### src/shared/csoc_regs.svh
// Register offsets, reset values and timing constants for the settle/offset block
`ifndef CSOC_REGS_SVH
`define CSOC_REGS_SVH
`define CSOC_ADDR_CH3_FREQ_OFFSET 8'h0f
`define CSOC_ADDR_CH0_SETTLE_COUNT 8'h10
`define CSOC_ADDR_CH1_SETTLE_COUNT 8'h11
`define CSOC_ADDR_CH2_SETTLE_COUNT 8'h12
`define CSOC_ADDR_CH3_SETTLE_COUNT 8'h13
`define CSOC_RST_FREQ_OFFSET 16'h0000
`define CSOC_RST_SETTLE_COUNT 16'h0000
`define CSOC_SETTLE_MIN_PERIODS 20'h0_0020
`define CSOC_SETTLE_SCALE_SH 4
`define CSOC_SETTLE_SMALL_LIMIT 16'h0002
`endif

### src/shared/csoc_pkg.sv
// Types shared by the settle/offset configuration block
package csoc_pkg;
  typedef struct packed {
    logic [15:0] settle;
    logic [9:0] ref_div;
  } csoc_chan_cfg_s;
  typedef struct packed {
    logic conv_start;
    logic amp_err;
  } csoc_chan_evt_s;
  typedef enum logic {CSOC_IDLE, CSOC_SETTLE} csoc_state_e;
endpackage : csoc_pkg

### src/rtl/csoc_settle_chan.sv
// One channel: reference clock enable and settle timer ahead of a conversion
`timescale 1ns/1ns
`default_nettype none
`include "csoc_regs.svh"
module csoc_settle_chan
  import csoc_pkg::*;
(
  input wire logic mclk,
  input wire logic nrst,
  input wire csoc_chan_cfg_s cfg,
  input wire logic conv_req,
  input wire logic amp_ok,
  input wire logic amp_err_en,
  output csoc_chan_evt_s evt,
  output logic ref_tick,
  output logic busy
);
  logic [9:0] div_cnt;
  logic [19:0] target;
  logic [19:0] tick_cnt;
  logic done;
  csoc_state_e state;

  always_ff @(posedge mclk) begin
    if (!nrst) begin
      div_cnt <= 10'h000;
    end else if (cfg.ref_div <= 10'h001 || div_cnt >= cfg.ref_div - 10'h001) begin
      div_cnt <= 10'h000;
    end else begin
      div_cnt <= div_cnt + 10'h001;
    end
  end
  assign ref_tick = (div_cnt == 10'h000);

  assign done = (state == CSOC_SETTLE) && ref_tick && (tick_cnt == target - 20'h0_0001);
  assign busy = (state == CSOC_SETTLE);

  always_ff @(posedge mclk) begin
    if (!nrst) begin
      state <= CSOC_IDLE;
      target <= `CSOC_SETTLE_MIN_PERIODS;
      tick_cnt <= 20'h0_0000;
    end else begin
      unique case (state)
        CSOC_IDLE: begin
          if (conv_req) begin
            state <= CSOC_SETTLE;
            tick_cnt <= 20'h0_0000;
            if (cfg.settle < `CSOC_SETTLE_SMALL_LIMIT) begin
              target <= `CSOC_SETTLE_MIN_PERIODS;
            end else begin
              target <= {cfg.settle, 4'h0};
            end
          end
        end
        CSOC_SETTLE: begin
          if (done) begin
            state <= CSOC_IDLE;
          end else if (ref_tick) begin
            tick_cnt <= tick_cnt + 20'h0_0001;
          end
        end
      endcase
    end
  end

  always_ff @(posedge mclk) begin
    if (!nrst) begin
      evt <= '0;
    end else begin
      evt.conv_start <= done;
      evt.amp_err <= done && !amp_ok && amp_err_en;
    end
  end

  chk_small_count: assert property (@(posedge mclk) disable iff (!nrst)
    (state == CSOC_IDLE && conv_req && cfg.settle < 16'h0002) |=> target == 20'h0_0020)
    else $error("settle count below two did not give 32 periods");
  chk_scaled_count: assert property (@(posedge mclk) disable iff (!nrst)
    (state == CSOC_IDLE && conv_req && cfg.settle >= 16'h0002)
      |=> target == {$past(cfg.settle), 4'h0})
    else $error("settle interval is not count times sixteen");
  chk_full_range: assert property (@(posedge mclk) disable iff (!nrst)
    (state == CSOC_IDLE && conv_req && cfg.settle == 16'hffff) |=> target == 20'hf_fff0)
    else $error("largest settle count not accepted");
  chk_ref_spacing: assert property (@(posedge mclk) disable iff (!nrst)
    (ref_tick && cfg.ref_div == 10'h003 && $stable(cfg.ref_div)) |=> !ref_tick ##1 !ref_tick)
    else $error("reference enable spacing wrong");
  chk_start_after: assert property (@(posedge mclk) disable iff (!nrst)
    evt.conv_start |-> $past(state == CSOC_SETTLE) && $past(ref_tick))
    else $error("conversion started without a settle wait");
endmodule : csoc_settle_chan
`default_nettype wire

### src/rtl/csoc_top.sv
// Channel settle counts and channel 3 offset: register bank and timing
// Overview of operation
// - Channel 3 offset scales its reference frequency
// - Wait settle interval before each conversion
// - Unsettled amplitude flags error when enabled
// - Counts zero and one give 32 periods
// - Counts two to all-ones are valid
// - Reference clock is master over divider
`timescale 1ns/1ns
`default_nettype none
`include "csoc_regs.svh"
module csoc_top
  import csoc_pkg::*;
#(
  parameter int NUM_CH = 4
) (
  input wire logic mclk,
  input wire logic nrst,
  input wire logic [7:0] reg_addr,
  input wire logic reg_wr,
  input wire logic reg_rd,
  input wire logic [15:0] reg_wdata,
  output logic [15:0] reg_rdata,
  output logic reg_rvalid,
  input wire logic [NUM_CH*10-1:0] ref_divider,
  input wire logic [NUM_CH-1:0] conv_req,
  input wire logic [NUM_CH-1:0] amp_ok,
  input wire logic [NUM_CH-1:0] amp_err_en,
  output logic [NUM_CH-1:0] conv_start,
  output logic [NUM_CH-1:0] amp_err,
  output logic [NUM_CH-1:0] settle_busy,
  output logic [15:0] ch3_freq_offset_value,
  output logic ch3_freq_offset_value_tick
);
  logic [15:0] ch3_freq_offset;
  logic [15:0] settle_count [NUM_CH];
  logic [NUM_CH-1:0] ref_tick;
  logic [15:0] offset_acc;
  logic [16:0] next_acc;
  logic [15:0] next_rdata;
  logic hit;

  always_ff @(posedge mclk) begin
    if (!nrst) begin
      ch3_freq_offset <= `CSOC_RST_FREQ_OFFSET;
    end else if (reg_wr && reg_addr == `CSOC_ADDR_CH3_FREQ_OFFSET) begin
      ch3_freq_offset <= reg_wdata;
    end
  end
  assign ch3_freq_offset_value = ch3_freq_offset;

  always_ff @(posedge mclk) begin
    if (!nrst) begin
      for (int i = 0; i < NUM_CH; i++) begin
        settle_count[i] <= `CSOC_RST_SETTLE_COUNT;
      end
    end else if (reg_wr) begin
      for (int i = 0; i < NUM_CH; i++) begin
        if (reg_addr == `CSOC_ADDR_CH0_SETTLE_COUNT + 8'(i)) begin
          settle_count[i] <= reg_wdata;
        end
      end
    end
  end

  // Read mux; unmapped addresses read zero
  always_comb begin
    next_rdata = 16'h0000;
    hit = 1'b0;
    if (reg_addr == `CSOC_ADDR_CH3_FREQ_OFFSET) begin
      next_rdata = ch3_freq_offset;
      hit = 1'b1;
    end
    for (int i = 0; i < NUM_CH; i++) begin
      if (reg_addr == `CSOC_ADDR_CH0_SETTLE_COUNT + 8'(i)) begin
        next_rdata = settle_count[i];
        hit = 1'b1;
      end
    end
  end

  always_ff @(posedge mclk) begin
    if (!nrst) begin
      reg_rdata <= 16'h0000;
      reg_rvalid <= 1'b0;
    end else begin
      reg_rvalid <= reg_rd;
      if (reg_rd) begin
        reg_rdata <= hit ? next_rdata : 16'h0000;
      end
    end
  end

  for (genvar g = 0; g < NUM_CH; g++) begin : g_chan
    csoc_chan_cfg_s cfg;
    csoc_chan_evt_s evt;
    assign cfg = {settle_count[g], ref_divider[g*10 +: 10]};
    csoc_settle_chan u_chan (
      .mclk(mclk),
      .nrst(nrst),
      .cfg(cfg),
      .conv_req(conv_req[g]),
      .amp_ok(amp_ok[g]),
      .amp_err_en(amp_err_en[g]),
      .evt(evt),
      .ref_tick(ref_tick[g]),
      .busy(settle_busy[g])
    );
    assign conv_start[g] = evt.conv_start;
    assign amp_err[g] = evt.amp_err;
  end

  // Offset frequency accumulator on channel 3 reference
  assign next_acc = {1'b0, offset_acc} + {1'b0, ch3_freq_offset};
  always_ff @(posedge mclk) begin
    if (!nrst) begin
      offset_acc <= 16'h0000;
      ch3_freq_offset_value_tick <= 1'b0;
    end else begin
      ch3_freq_offset_value_tick <= ref_tick[NUM_CH-1] && next_acc[16];
      if (ref_tick[NUM_CH-1]) begin
        offset_acc <= next_acc[15:0];
      end
    end
  end

  chk_offset_write: assert property (@(posedge mclk) disable iff (!nrst)
    (reg_wr && reg_addr == 8'h0f) |=> ch3_freq_offset_value == $past(reg_wdata))
    else $error("offset write not stored");
  chk_offset_carry: assert property (@(posedge mclk) disable iff (!nrst)
    ch3_freq_offset_value_tick |-> $past(ref_tick[NUM_CH-1])
      && ($past(offset_acc) + $past(ch3_freq_offset)) > 17'h0_ffff)
    else $error("offset tick without accumulator overflow");
  chk_settle_write: assert property (@(posedge mclk) disable iff (!nrst)
    (reg_wr && reg_addr == 8'h10) |=> settle_count[0] == $past(reg_wdata))
    else $error("channel 0 settle count not stored");
  chk_err_gate: assert property (@(posedge mclk) disable iff (!nrst)
    amp_err[0] |-> conv_start[0] && $past(amp_err_en[0]) && !$past(amp_ok[0]))
    else $error("amplitude error raised without cause");
  chk_err_raise: assert property (@(posedge mclk) disable iff (!nrst)
    settle_busy[1] ##1 (conv_start[1] && $past(amp_err_en[1] && !amp_ok[1]))
      |-> amp_err[1])
    else $error("enabled amplitude error missed");
  chk_min_settle: assert property (@(posedge mclk) disable iff (!nrst)
    ($rose(settle_busy[2]) && ref_divider[29:20] == 10'h001 && settle_count[2] == 16'h0000)
      |-> settle_busy[2] [*8] ##[25:26] conv_start[2])
    else $error("count zero did not settle in 32 periods");
  chk_read_back: assert property (@(posedge mclk) disable iff (!nrst)
    (reg_rd && reg_addr == 8'h0f) |=> reg_rvalid && reg_rdata == $past(ch3_freq_offset))
    else $error("offset readback wrong");

  // Register bank checks
  chk_settle_write1: assert property (@(posedge mclk) disable iff (!nrst)
    (reg_wr && reg_addr == 8'h11) |=> settle_count[1] == $past(reg_wdata))
    else $error("channel 1 settle count not stored");
  chk_settle_write2: assert property (@(posedge mclk) disable iff (!nrst)
    (reg_wr && reg_addr == 8'h12) |=> settle_count[2] == $past(reg_wdata))
    else $error("channel 2 settle count not stored");
  chk_settle_write3: assert property (@(posedge mclk) disable iff (!nrst)
    (reg_wr && reg_addr == 8'h13) |=> settle_count[3] == $past(reg_wdata))
    else $error("channel 3 settle count not stored");
  chk_read_settle: assert property (@(posedge mclk) disable iff (!nrst)
    (reg_rd && reg_addr == 8'h10) |=> reg_rvalid && reg_rdata == $past(settle_count[0]))
    else $error("channel 0 settle readback wrong");
  chk_rvalid_pulse: assert property (@(posedge mclk) disable iff (!nrst)
    reg_rvalid |-> $past(reg_rd))
    else $error("read valid without a read");

  // Amplitude error checks
  chk_err_only_start: assert property (@(posedge mclk) disable iff (!nrst)
    (amp_err & ~conv_start) == '0)
    else $error("amplitude error outside a conversion start");
  chk_err_disabled: assert property (@(posedge mclk) disable iff (!nrst)
    (conv_start[1] && !$past(amp_err_en[1])) |-> !amp_err[1])
    else $error("amplitude error raised while disabled");

  // Settle wait checks
  chk_busy_end0: assert property (@(posedge mclk) disable iff (!nrst)
    $fell(settle_busy[0]) |-> conv_start[0])
    else $error("channel 0 settle ended without a start");
  chk_busy_end1: assert property (@(posedge mclk) disable iff (!nrst)
    $fell(settle_busy[1]) |-> conv_start[1])
    else $error("channel 1 settle ended without a start");
  chk_busy_end2: assert property (@(posedge mclk) disable iff (!nrst)
    $fell(settle_busy[2]) |-> conv_start[2])
    else $error("channel 2 settle ended without a start");
  chk_busy_end3: assert property (@(posedge mclk) disable iff (!nrst)
    $fell(settle_busy[3]) |-> conv_start[3])
    else $error("channel 3 settle ended without a start");
  chk_req_taken0: assert property (@(posedge mclk) disable iff (!nrst)
    (conv_req[0] && !settle_busy[0]) |=> settle_busy[0])
    else $error("channel 0 request not taken");
  chk_req_taken1: assert property (@(posedge mclk) disable iff (!nrst)
    (conv_req[1] && !settle_busy[1]) |=> settle_busy[1])
    else $error("channel 1 request not taken");
  chk_req_taken2: assert property (@(posedge mclk) disable iff (!nrst)
    (conv_req[2] && !settle_busy[2]) |=> settle_busy[2])
    else $error("channel 2 request not taken");
  chk_req_taken3: assert property (@(posedge mclk) disable iff (!nrst)
    (conv_req[3] && !settle_busy[3]) |=> settle_busy[3])
    else $error("channel 3 request not taken");

  // Reference and offset checks
  chk_div_zero0: assert property (@(posedge mclk) disable iff (!nrst)
    (ref_divider[9:0] <= 10'h001 && $past(ref_divider[9:0]) <= 10'h001) |-> ref_tick[0])
    else $error("channel 0 divide by one not every cycle");
  chk_div_zero3: assert property (@(posedge mclk) disable iff (!nrst)
    (ref_divider[39:30] <= 10'h001 && $past(ref_divider[39:30]) <= 10'h001) |-> ref_tick[3])
    else $error("channel 3 divide by one not every cycle");
  chk_offset_idle: assert property (@(posedge mclk) disable iff (!nrst)
    ch3_freq_offset == 16'h0000 |=> !ch3_freq_offset_value_tick)
    else $error("offset tick with zero offset");
  chk_offset_hold: assert property (@(posedge mclk) disable iff (!nrst)
    !ref_tick[NUM_CH-1] |=> $stable(offset_acc))
    else $error("offset accumulator moved off the reference tick");

  cov_offset_tick: cover property (@(posedge mclk) disable iff (!nrst) ch3_freq_offset_value_tick);
  cov_conv_start: cover property (@(posedge mclk) disable iff (!nrst) conv_start[0]);
  cov_amp_err: cover property (@(posedge mclk) disable iff (!nrst) amp_err[3]);
  cov_unmapped_rd: cover property (@(posedge mclk) disable iff (!nrst)
    reg_rd && reg_addr == 8'h20);
  cov_long_settle: cover property (@(posedge mclk) disable iff (!nrst)
    settle_busy[3] && ref_divider[39:30] == 10'h003);
endmodule : csoc_top
`default_nettype wire

### config.mk
export PLATFORM = sky130hd
export DESIGN_NAME = csoc_top
export DESIGN_NICKNAME = d
export VERILOG_FILES = /design/src/shared/csoc_pkg.sv /design/src/rtl/csoc_settle_chan.sv /design/src/rtl/csoc_top.sv
export VERILOG_INCLUDE_DIRS = /design/src /design/src/shared
export SDC_FILE = /design/constraint.sdc
export NUM_CORES = 1
export LEC_CHECK = 0
export BUFFER_PORTS_ARGS = -buffer_cell sky130_fd_sc_hd__clkbuf_2
export CELL_PAD_IN_SITES_DETAIL_PLACEMENT = 1
export CELL_PAD_IN_SITES_GLOBAL_PLACEMENT = 2
export CORE_UTILIZATION = 41
export DETAILED_ROUTE_END_ITERATION = 10
export GPL_TIMING_DRIVEN = 1
export PLACE_DENSITY = 0.88
export SYNTH_ARGS = -nofsm -noshare
export SYNTH_HDL_FRONTEND = slang
export SYNTH_HIERARCHICAL = 1
export SYNTH_SLANG_ARGS = --single-unit
export TNS_END_PERCENT = 50
### constraint.sdc
create_clock -name mclk -period 5 [get_ports mclk]
set_input_delay 0.25 -clock mclk [delete_from_list [all_inputs] [get_ports mclk]]
set_output_delay 0.25 -clock mclk [all_outputs]
set_load 0.02 [all_outputs]
==> out/summary.txt, run 1 <==
Count leader, synth = nand2_1
Initial antenna violation count = 3
GRT Residual Overflow = 0
Final TNS setup = 0 ns
Status = finished clean
Longest Clk Path Bufs = 3
CP peak stage delay = 0.57 ns
Mapped Cells = 2151
Clk_skew = 0.0318 ns
Worst-path clk slew = 0.06 ns
Maximum VDD drop = 232 uV
Sequential area share after synthesis = 36.6%
First-pass GRT wire length = 91.2 mm
First-pass DRT Iterations = 5
Hold Fails Final Rpt = 0
Mapped Nets = 2312
CTS tree = yes
Clock latency on the worst-skew pair = 0.57 ns
Hold WC Path Type = input port to flop
Hold Slack = 0.0339 ns
Period utilization = 71.4%
Post-synth top area cell = dfxtp_1
Ys async rst share = 0%
Port Buffer Count = 125
RSZ-0062 raised after global routing = no
Share of layout cells above drive strength 1 = 11.6%
Worst Tran Pin Value = 1.32 ns
Setup repair bufs after CTS = 0
Synth Register Bits = 310
FMAX = 280 MHz
Max-slew violations = 0
Hpwl dp = 41.1 mm
Core area = 0.0446 mm2
Mean Syn Cell Area = 8.70 um2
Power Total = 6.29 mW
Most used DFF post-synth = dfxtp_1
Initial Util = 41.9%
DRC viols = 0
Arrival @ worst endpoint = 4.05 ns
Area of placed instances = 0.0197 mm2
Area growth, synth to finish = 12.6%
Startpoint Class = flop
Drt initial violations = 819
WL final = 56.5 mm
Critical path's slowest cell = nor3b_1
Wire per inst = 19.8 um
Crit Path Category = flop to flop
Post-route minimum period = 3.57 ns
EDFF count, synth = 64
Slew margin rel. = 12.1%
Max Cap Viol = 0
Final Cell Area = 0.0211 mm2
H-Tree Depth = 2
Via density = 5.83
Boundary Pins = 126
Final #Nets = 2394
Crit path max-delay family = simple AND/OR/NAND/NOR gates
Number of global-route vias before repair = 16957
Final setup viols = 0
Synth cell types = 88
Worst Path Required = 5.48 ns
PD cells = 299 mW/mm2
Die height = 216 um
Top cells by area, synth = dfxtp_1 26%, edfxtp_1 10%, ha_1 5.3%
Mapped cell area = 0.0187 mm2
Syn. warnings = 6
Top-area cell type share of the netlist area = 26.3%
Worst Path Max Fanout = 5
Remaining antenna violation count after routing = 0
Via Count = 16653
Final design utilization = 47.2%
CP Cell Sequence = inv_1 -> ha_1 -> nor3b_1 -> a21boi_0 -> or4bb_1 -> o311ai_0 -> nand4_1 -> nor2_1 -> and4b_1 -> dlygate4sd3_1
All-layer global routing usage = 24.1%
Clock sink count = 310
Buf/Inv on CP = 2
# fillers = 5260
Pleak = 8.19 nW
Die area = 0.0465 mm2
Routability Congestion = 0.905
CTS root buffer = clkbuf_16
Site row count = 77
CTS Buf Count = 38
Largest net degree at the start of global routing = 54
Die X = 216 um
Crit path capture type = flop
Synth cell count leaders = 251 x nand2_1, 246 x dfxtp_1, 153 x a21oi_1, 103 x xnor2_1
-- worst reg2reg max path, delay by kind of cell, from the launching register on --
kind / cells / cell delay (ns)
flops: 1 / 0.34
simple gates: 5 / 1.79
buf+inv: 2 / 0.64
compound gates: 2 / 0.49
fa+ha+maj: 1 / 0.22
-- registers in the layout, indices dropped and copies added, names as in the netlist --
signal                      cells
offset_acc                     16
g_chan.u_chan/busy              4
reg_rvalid                      1
ch3_freq_offset_value          16
g_chan.u_chan/target           64
g_chan.u_chan/evt               8
g_chan.u_chan/tick_cnt         80
g_chan.u_chan/div_cnt          40
reg_rdata                      16
ch3_freq_offset_value_tick      1
settle_count                   64
-- per-stage QoR --
step / std cells / setup WS [ns]
after floorplan: 2151 / 1.91
after global placement: 2775 / 1.68
after detailed placement: 2775 / 1.58
after CTS: 2854 / 1.45
after global routing: 2854 / 1.16
final: 2855 / 1.43
-- report_power, final --
part | internal, mW | switching (mW) | total, mW
logic | 0.252 | 0.440 | 0.692
registers | 2.63 | 0.0992 | 2.73
clock network | 1.72 | 1.15 | 2.87
-- timing repair --
action | 4_1_cts | 5_1_grt
gates resized for setup | 0 | 0
hold buffers | 10 | 0
hold endpoints to repair | 7 | 0
-- worst paths after layout --
kind | end | startpoint | slack [ns] | cells after the start
max | g_chan[2].u_chan/evt[0] | g_chan[2].u_chan/target[4] | 1.43 | 10
min | g_chan[3].u_chan/evt[0] | amp_ok[3] | 0.03 | 2
max reg2reg | g_chan[2].u_chan/evt[0] | g_chan[2].u_chan/target[4] | 1.43 | 10
min reg2reg | offset_acc[10] | offset_acc[10] | 0.47 | 1
-- cell usage in the layout, fill, tap and decap left out, types with 62 or more instances in the layout --
cell type	instances
a21boi_0	62
xnor2_1	103
nand3_1	90
and2_1	81
inv_1	72
dfxtp_1	246
nand2_1	251
nor2_1	90
clkbuf_2	124
a21oi_1	153
ha_1	80
edfxtp_1	64
-- area by class of cell --
cell class / count / area, um2 / share of cell area, %
multi-input combinational: 1661 / 11100 / 52.5
sequential: 310 / 6850 / 32.5
clock buffer: 52 / 1110 / 5.26
timing repair buffer: 150 / 841 / 3.99
tap: 592 / 741 / 3.52
inverter: 72 / 270 / 1.28
clock inverter: 17 / 200 / 0.950
antenna: 1 / 2.50 / 0.0119
-- kinds of logic after synthesis --
logic type	Yosys count	share of synthesized area, %
AOI/OAI and AO/OA	526	19.4
DFF	310	36.6
adders and majority gates	81	5.46
xor gates and xnor gates	154	7.21
buffers and inverters	180	4.38
muxes	28	1.53
and+or+nand+nor	872	25.4
-- layer usage --
layer | global-route usage (%) | part of all wire, %
met4 | 6.88 | 2.5
met1 | 31.1 | 45
met3 | 4.74 | 5.3
met5 | 0 | 0
met2 | 40.7 | 47
Power figures use the tool's default switching activity.
==> run 2: changes to the inputs <==
Settings changed: CORE_UTILIZATION 41 to 38, PLACE_DENSITY 0.88 to 0.82.
Clock period 5 ns to 3.4 ns, I/O delays scaled along.
==> out/summary.txt, run 2 (same netlist as run 1, synthesis figures left out) <==
Setup repair bufs after CTS = 0 (unchanged)
Most frequent cells in the layout = 251 x nand2_1, 246 x dfxtp_1, 153 x a21oi_1
Remaining antenna violation count after routing = 0 (unchanged)
Clock latency on the worst-skew pair = 0.56 ns (about the same)
Hold Fails Final Rpt = 0 (unchanged)
Drt initial violations = 866 (+5.7%)
Routability Congestion = 0.886 (-2.1%)
Initial antenna violation count = 1 (-2)
Via density = 5.67 (-2.7%)
Core area = 0.0481 mm2 (+7.9%)
Via Count = 16675 (+0.13%)
Largest register FFs = 80 (unchanged)
Final TNS setup = 0 ns (unchanged)
Final setup viols = 0 (unchanged)
Site row count = 80 (+3.9%)
Max-slew violations = 0 (unchanged)
Worst-path clk slew = 0.06 ns (about the same)
PD cells = 433 mW/mm2 (+45%)
CTS root buffer = clkbuf_16
Final #Nets = 2415 (+0.88%)
# fillers = 5671 (+7.8%)
Biggest regs = g_chan.u_chan/tick_cnt: 80 flops, g_chan.u_chan/target: 64 flops, settle_count: 64 flops
Hpwl dp = 41.9 mm (+1.8%)
Comb power frac = 11.3% (+0.3 points)
Pleak = 8.31 nW (+1.5%)
Final Cell Area = 0.0213 mm2 (+1.1%)
Maximum VDD drop = 303 uV (+31%)
Crit Path Category = flop to flop
Post-route minimum period = 3.21 ns (-0.361 ns)
Psw = 2.47 mW (+46%)
Largest reg by FF count = g_chan.u_chan/tick_cnt
Hold WC Path Type = input port to flop
Port Buffer Count = 125 (unchanged)
Register area = 0.00685 mm2 (unchanged)
Max Cap Viol = 0 (unchanged)
Sw Share = 26.7% (-0.19 points)
Initial Util = 38.9% (-3.1 points)
Die X = 224 um (+3.8%)
First-pass GRT wire length = 92.5 mm (+1.5%)
Clk_skew = 0.0169 ns (-0.0148 ns)
Commonest non-fill, non-tap cell in the layout = nand2_1
All-layer global routing usage = 23.0% (-1.1 points)
Worst Path Max Fanout = 8 (+3)
Status = finished clean
Number of global-route vias before repair = 17183 (+1.3%)
H-Tree Depth = 2 (unchanged)
Die height = 224 um (+3.8%)
Boundary Pins = 126 (unchanged)
Clk pwr share = 45.3% (-0.4 points)
GRT Residual Overflow = 0 (unchanged)
Clock sink count = 310 (unchanged)
Crit path capture type = flop
CTS tree = yes
Area of the multi-input gates = 0.0111 mm2 (+0.28%)
Sequential Power Share = 43.4% (about the same)
CTS Buf Count = 38 (unchanged)
Period utilization = 94.3% (+23 points)
Area of placed instances = 0.0199 mm2 (+1.2%)
WL final = 57.5 mm (+1.6%)
Worst Path Required = 3.90 ns (-1.58 ns)
Worst Tran Pin Value = 1.04 ns (-0.274 ns)
Arrival @ worst endpoint = 3.70 ns (-0.35 ns)
First-pass DRT Iterations = 4 (-1)
Area growth, synth to finish = 13.9%
Largest net degree at the start of global routing = 57 (+5.6%)
FMAX = 312 MHz (+11%)
RSZ-0062 raised after global routing = no
Longest Clk Path Bufs = 3 (unchanged)
Share of layout cells above drive strength 1 = 12.6% (+0.95 points)
Cell internal pwr = 6.77 mW (+47%)
Die area = 0.0501 mm2 (+7.8%)
Wire per inst = 19.5 um (-1.3%)
DRC viols = 0 (unchanged)
Slew margin rel. = 30.2% (+18 points)
Startpoint Class = flop
[run 2: routing by layer]
metal,part of all wire [%],global-route usage (%),vias to the layer above
li1,-,-,8049
met1,46,30.5,8262
met2,47,38.5,290
met3,4.8,4.16,74
met4,1.9,5.37,0
met5,0,0,-
[run 2: final timing paths]
| kind | from | end | slack, ns | cells past startpoint |
|---|---|---|---|---|
| setup / recovery | g_chan[0].u_chan/target[4] | g_chan[0].u_chan/evt[0] | 0.19 | 8 |
| hold reg to reg | offset_acc[10] | offset_acc[10] | 0.48 | 1 |
| setup reg to reg | g_chan[0].u_chan/target[4] | g_chan[0].u_chan/evt[0] | 0.19 | 8 |
| hold / removal | reg_wdata[15] | ch3_freq_offset_value[15] | 0.04 | 3 |
[run 2: final cells by class]
cell class / instances / area share (%)
Antenna cell: 1 / 0.0117
Timing Repair Buffer: 171 / 4.77
Inverter: 72 / 1.27
Tap cell: 656 / 3.85
Sequential cell: 310 / 32.1
Clock inverter: 17 / 0.898
Clock buffer: 51 / 5.03
Multi-Input combinational cell: 1661 / 52.0
[run 2: power by group through the flow]
stage	clock, mW	combinational, mW	sequential (mW)
after floorplan	0	0.719	4.03
final	4.18	1.05	4.01
after global routing	4.43	1.16	4.03
after CTS	4.28	1.04	4.01
after global placement	0	0.991	4.08
after detailed placement	0	1.03	4.09
[run 2: repair_timing]
action | 4_1_cts | 5_1_grt
resized for setup | 0 | 8
endpoints found under the setup margin | 0 | 3
hold buffers | 12 | 0
endpoints found under the hold margin | 8 | 0
[run 2: through the flow]
stage	power [mW]	utilization, %	cells	setup slack [ns]	hold WS [ns]
2_1_floorplan	4.75	-	2151	0.387	0.314
3_3_place_gp	5.07	41.3	2858	0.370	0.409
3_5_place_dp	5.12	41.3	2858	0.219	0.412
4_1_cts	9.34	44.2	2938	0.123	0.000892
5_1_grt	9.61	44.2	2938	0.0117	0.0344
6_report	9.23	44.3	2939	0.193	0.0434
[run 2: critical path: stages, from the launching register on]
cell and delay, ns:
dfxtp_1 0.35, or4_1 0.72, nor4_1 0.30, o2111ai_1 0.15, a2111oi_2 0.47, nand4_1 0.17, nor2_1 0.23, and4b_1 0.21
dlygate4sd3_1 0.53
==> run 3: changes to the inputs <==
Settings changed: PLACE_DENSITY 0.82 to 0.79.
==> out/summary.txt, run 3 (same netlist as run 1, synthesis figures left out) <==
Status = finished clean
Min setup slack post-route = 0.253 ns (+0.0603 ns)
Remaining antenna violation count after routing = 0 (unchanged)
DRC viols = 0 (unchanged)
Boundary Pins = 126 (unchanged)
Final Cell Area = 0.0213 mm2 (about the same)
Period utilization = 92.5% (-1.8 points)
Final TNS setup = 0 ns (unchanged)
Site row count = 80 (unchanged)
Crit path capture type = flop
Slew margin rel. = 42.4% (+12 points)
Worst Tran Pin Value = 0.862 ns (-0.183 ns)
Dpl ws = 0.232 ns (+0.0126 ns)
Via Count = 16475 (-1.2%)
Share of layout cells above drive strength 1 = 12.4% (-0.21 points)
Cell internal pwr = 6.73 mW (-0.52%)
CTS tree = yes
Max Cap Viol = 0 (unchanged)
Core area = 0.0481 mm2 (unchanged)
Longest Clk Path Bufs = 3 (unchanged)
Hold Fails Final Rpt = 0 (unchanged)
Clk pwr share = 45.0% (-0.3 points)
Sw Share = 26.7% (about the same)
M3 GR Usage = 3.96% (-0.20 points)
Met1 usage = 30.9% (+0.32 points)
Most frequent cells in the layout = 251 x nand2_1, 246 x dfxtp_1, 153 x a21oi_1
Drt initial violations = 791 (-8.7%)
First-pass GRT wire length = 90.7 mm (-2.0%)
Startpoint Class = flop
Via density = 5.60 (-1.4%)
Worst Path Required = 3.90 ns (about the same)
Final setup viols = 0 (unchanged)
Largest register FFs = 80 (unchanged)
All-layer global routing usage = 22.5% (-0.52 points)
Worst reg2reg path depth = 8 (unchanged)
Maximum VDD drop = 310 uV (+2.5%)
Initial antenna violation count = 1 (unchanged)
Worst-path clk slew = 0.06 ns (about the same)
Worst reg2reg setup slack = 0.25 ns (+0.06 ns)
Die area = 0.0501 mm2 (unchanged)
PD cells = 431 mW/mm2 (-0.53%)
Post-route minimum period = 3.15 ns (-0.0603 ns)
Hpwl dp = 41.9 mm (about the same)
Largest net degree at the start of global routing = 54 (-5.3%)
Max-slew violations = 0 (unchanged)
Layout Cells excl Fill = 2944 (+0.17%)
CP Cell Sequence = or4_1 -> nor4_1 -> o2111ai_1 -> a2111oi_2 -> nand4_1 -> nor2_1 -> and4b_1 -> dlygate4sd3_1
Hold WC Path Type = input port to flop
Worst Hold Depth = 3 (unchanged)
Clock latency on the worst-skew pair = 0.56 ns (about the same)
First-pass DRT Iterations = 6 (+2)
Comb power frac = 11.3% (about the same)
GRT Residual Overflow = 0 (unchanged)
Worst r2r src = g_chan[0].u_chan/target[4]
Number of global-route vias before repair = 16641 (-3.2%)
Biggest regs = g_chan.u_chan/tick_cnt: 80 flops, g_chan.u_chan/target: 64 flops, settle_count: 64 flops
Initial Util = 38.9% (unchanged)
Routability Congestion = 0.895 (+0.96%)
Commonest non-fill, non-tap cell in the layout = nand2_1
Final #Nets = 2418 (+0.12%)
CP peak stage delay = 0.71 ns (about the same)
Pleak = 8.30 nW (about the same)
Power Total = 9.18 mW (-0.53%)
Worst reg2reg path endpoint = g_chan[0].u_chan/evt[0]
Area of placed instances = 0.0199 mm2 (about the same)
Sequential Power Share = 43.7% (+0.3 points)
Clk_skew = 0.0218 ns (+0.00491 ns)
Port Buffer Count = 125 (unchanged)
Wire per inst = 19.2 um (-1.9%)
Arrival @ worst endpoint = 3.64 ns (-0.06 ns)
Met2 Use GR = 37.0% (-1.5 points)
RSZ-0062 raised after global routing = no
Area growth, synth to finish = 13.9% (about the same)
Worst Path Max Fanout = 8 (unchanged)
Number of antenna diodes = 0 (-1)
Die height = 224 um (unchanged)
Die X = 224 um (unchanged)
Critical path's slowest cell = or4_1
FMAX = 318 MHz (+1.9%)
CTS root buffer = clkbuf_16
H-Tree Depth = 2 (unchanged)
Placed cell count = 2859 (+0.035%)
HP Start = reg_wdata[1]
WL final = 56.5 mm (-1.7%)
Hold Path Sink = ch3_freq_offset_value[1]
Largest reg by FF count = g_chan.u_chan/tick_cnt
Clock sink count = 310 (unchanged)
CTS Buf Count = 39 (+2.6%)
Psw = 2.45 mW (-0.58%)
Crit Path Category = flop to flop
Most Crowded Layer GR = met2
run 3: cell count changes in the layout (fill, tap and decap cells not counted), moves of 2 or more:
| cell | change |
|---|---|
| clkbuf_1 | +2 |
| clkinvlp_4 | +3 |
| clkinv_2 | -4 |
| clkinv_1 | +4 |
| buf_4 | +2 |
run 3: final cells by class:
| type | count | area, um2 |
|---|---|---|
| Tap cell | 656 | 821 |
| Multi-Input combinational cell | 1661 | 11100 |
| Sequential cell | 310 | 6850 |
| Clock inverter | 19 | 186 |
| Timing Repair Buffer | 173 | 1030 |
| Clock buffer | 53 | 1090 |
| Inverter | 72 | 270 |
| Fill cell | 5658 | 26800 |
run 3: power by group through the flow:
stage / Clock (mW) / Sequential [mW] / Combinational, mW
5_1_grt: 4.42 / 4.03 / 1.15
4_1_cts: 4.26 / 4.01 / 1.04
3_5_place_dp: 0 / 4.09 / 1.03
6_report: 4.14 / 4.01 / 1.04
3_3_place_gp: 0 / 4.08 / 0.995
2_1_floorplan: 0 / 4.03 / 0.719
run 3: repair_timing:
item / 4_1_cts / 5_1_grt
endpoints found under the hold margin: 8 / 0
gates resized for setup: 0 / 2
buffers inserted: 0 / 1
hold buffers: 12 / 0
endpoints found under the setup margin: 0 / 2
run 3: layer usage:
metal	vias to the layer above	wire length (um)
met1	8069	26900
li1	8070	-
met5	-	0
met4	0	708
met3	45	2790
met2	291	26100
run 3: worst max-delay path by stage:
stage | startpoint | to | slack, ns | depth (start not counted)
5_1_grt | g_chan[1].u_chan/target[4] | g_chan[1].u_chan/tick_cnt[8] | 0.01 | 10
3_3_place_gp | g_chan[1].u_chan/target[4] | g_chan[1].u_chan/tick_cnt[12] | 0.38 | 10
3_5_place_dp | g_chan[1].u_chan/target[4] | g_chan[1].u_chan/tick_cnt[19] | 0.23 | 9
6_report | g_chan[0].u_chan/target[4] | g_chan[0].u_chan/evt[0] | 0.25 | 8
4_1_cts | g_chan[2].u_chan/target[4] | g_chan[2].u_chan/evt[0] | 0.16 | 9
2_1_floorplan | reg_addr[7] | settle_count[0][0] | 0.39 | 5
run 3: worst max-delay path: cells and delay by family, from the launching register on:
| kind | cells | cell delay (ns) |
|---|---|---|
| flip-flops | 1 | 0.35 |
| buffers and inverters | 1 | 0.54 |
| AND/OR/NAND/NOR | 5 | 1.57 |
| AO/OA/AOI/OAI | 2 | 0.64 |
run 3: through the flow:
step / hold WS [ns] / utilization [%]
2_1_floorplan: 0.314 / -
6_report: 0.0412 / 44.3
3_3_place_gp: 0.407 / 41.3
3_5_place_dp: 0.413 / 41.3
5_1_grt: 0.0374 / 44.3
4_1_cts: 0.0171 / 44.2
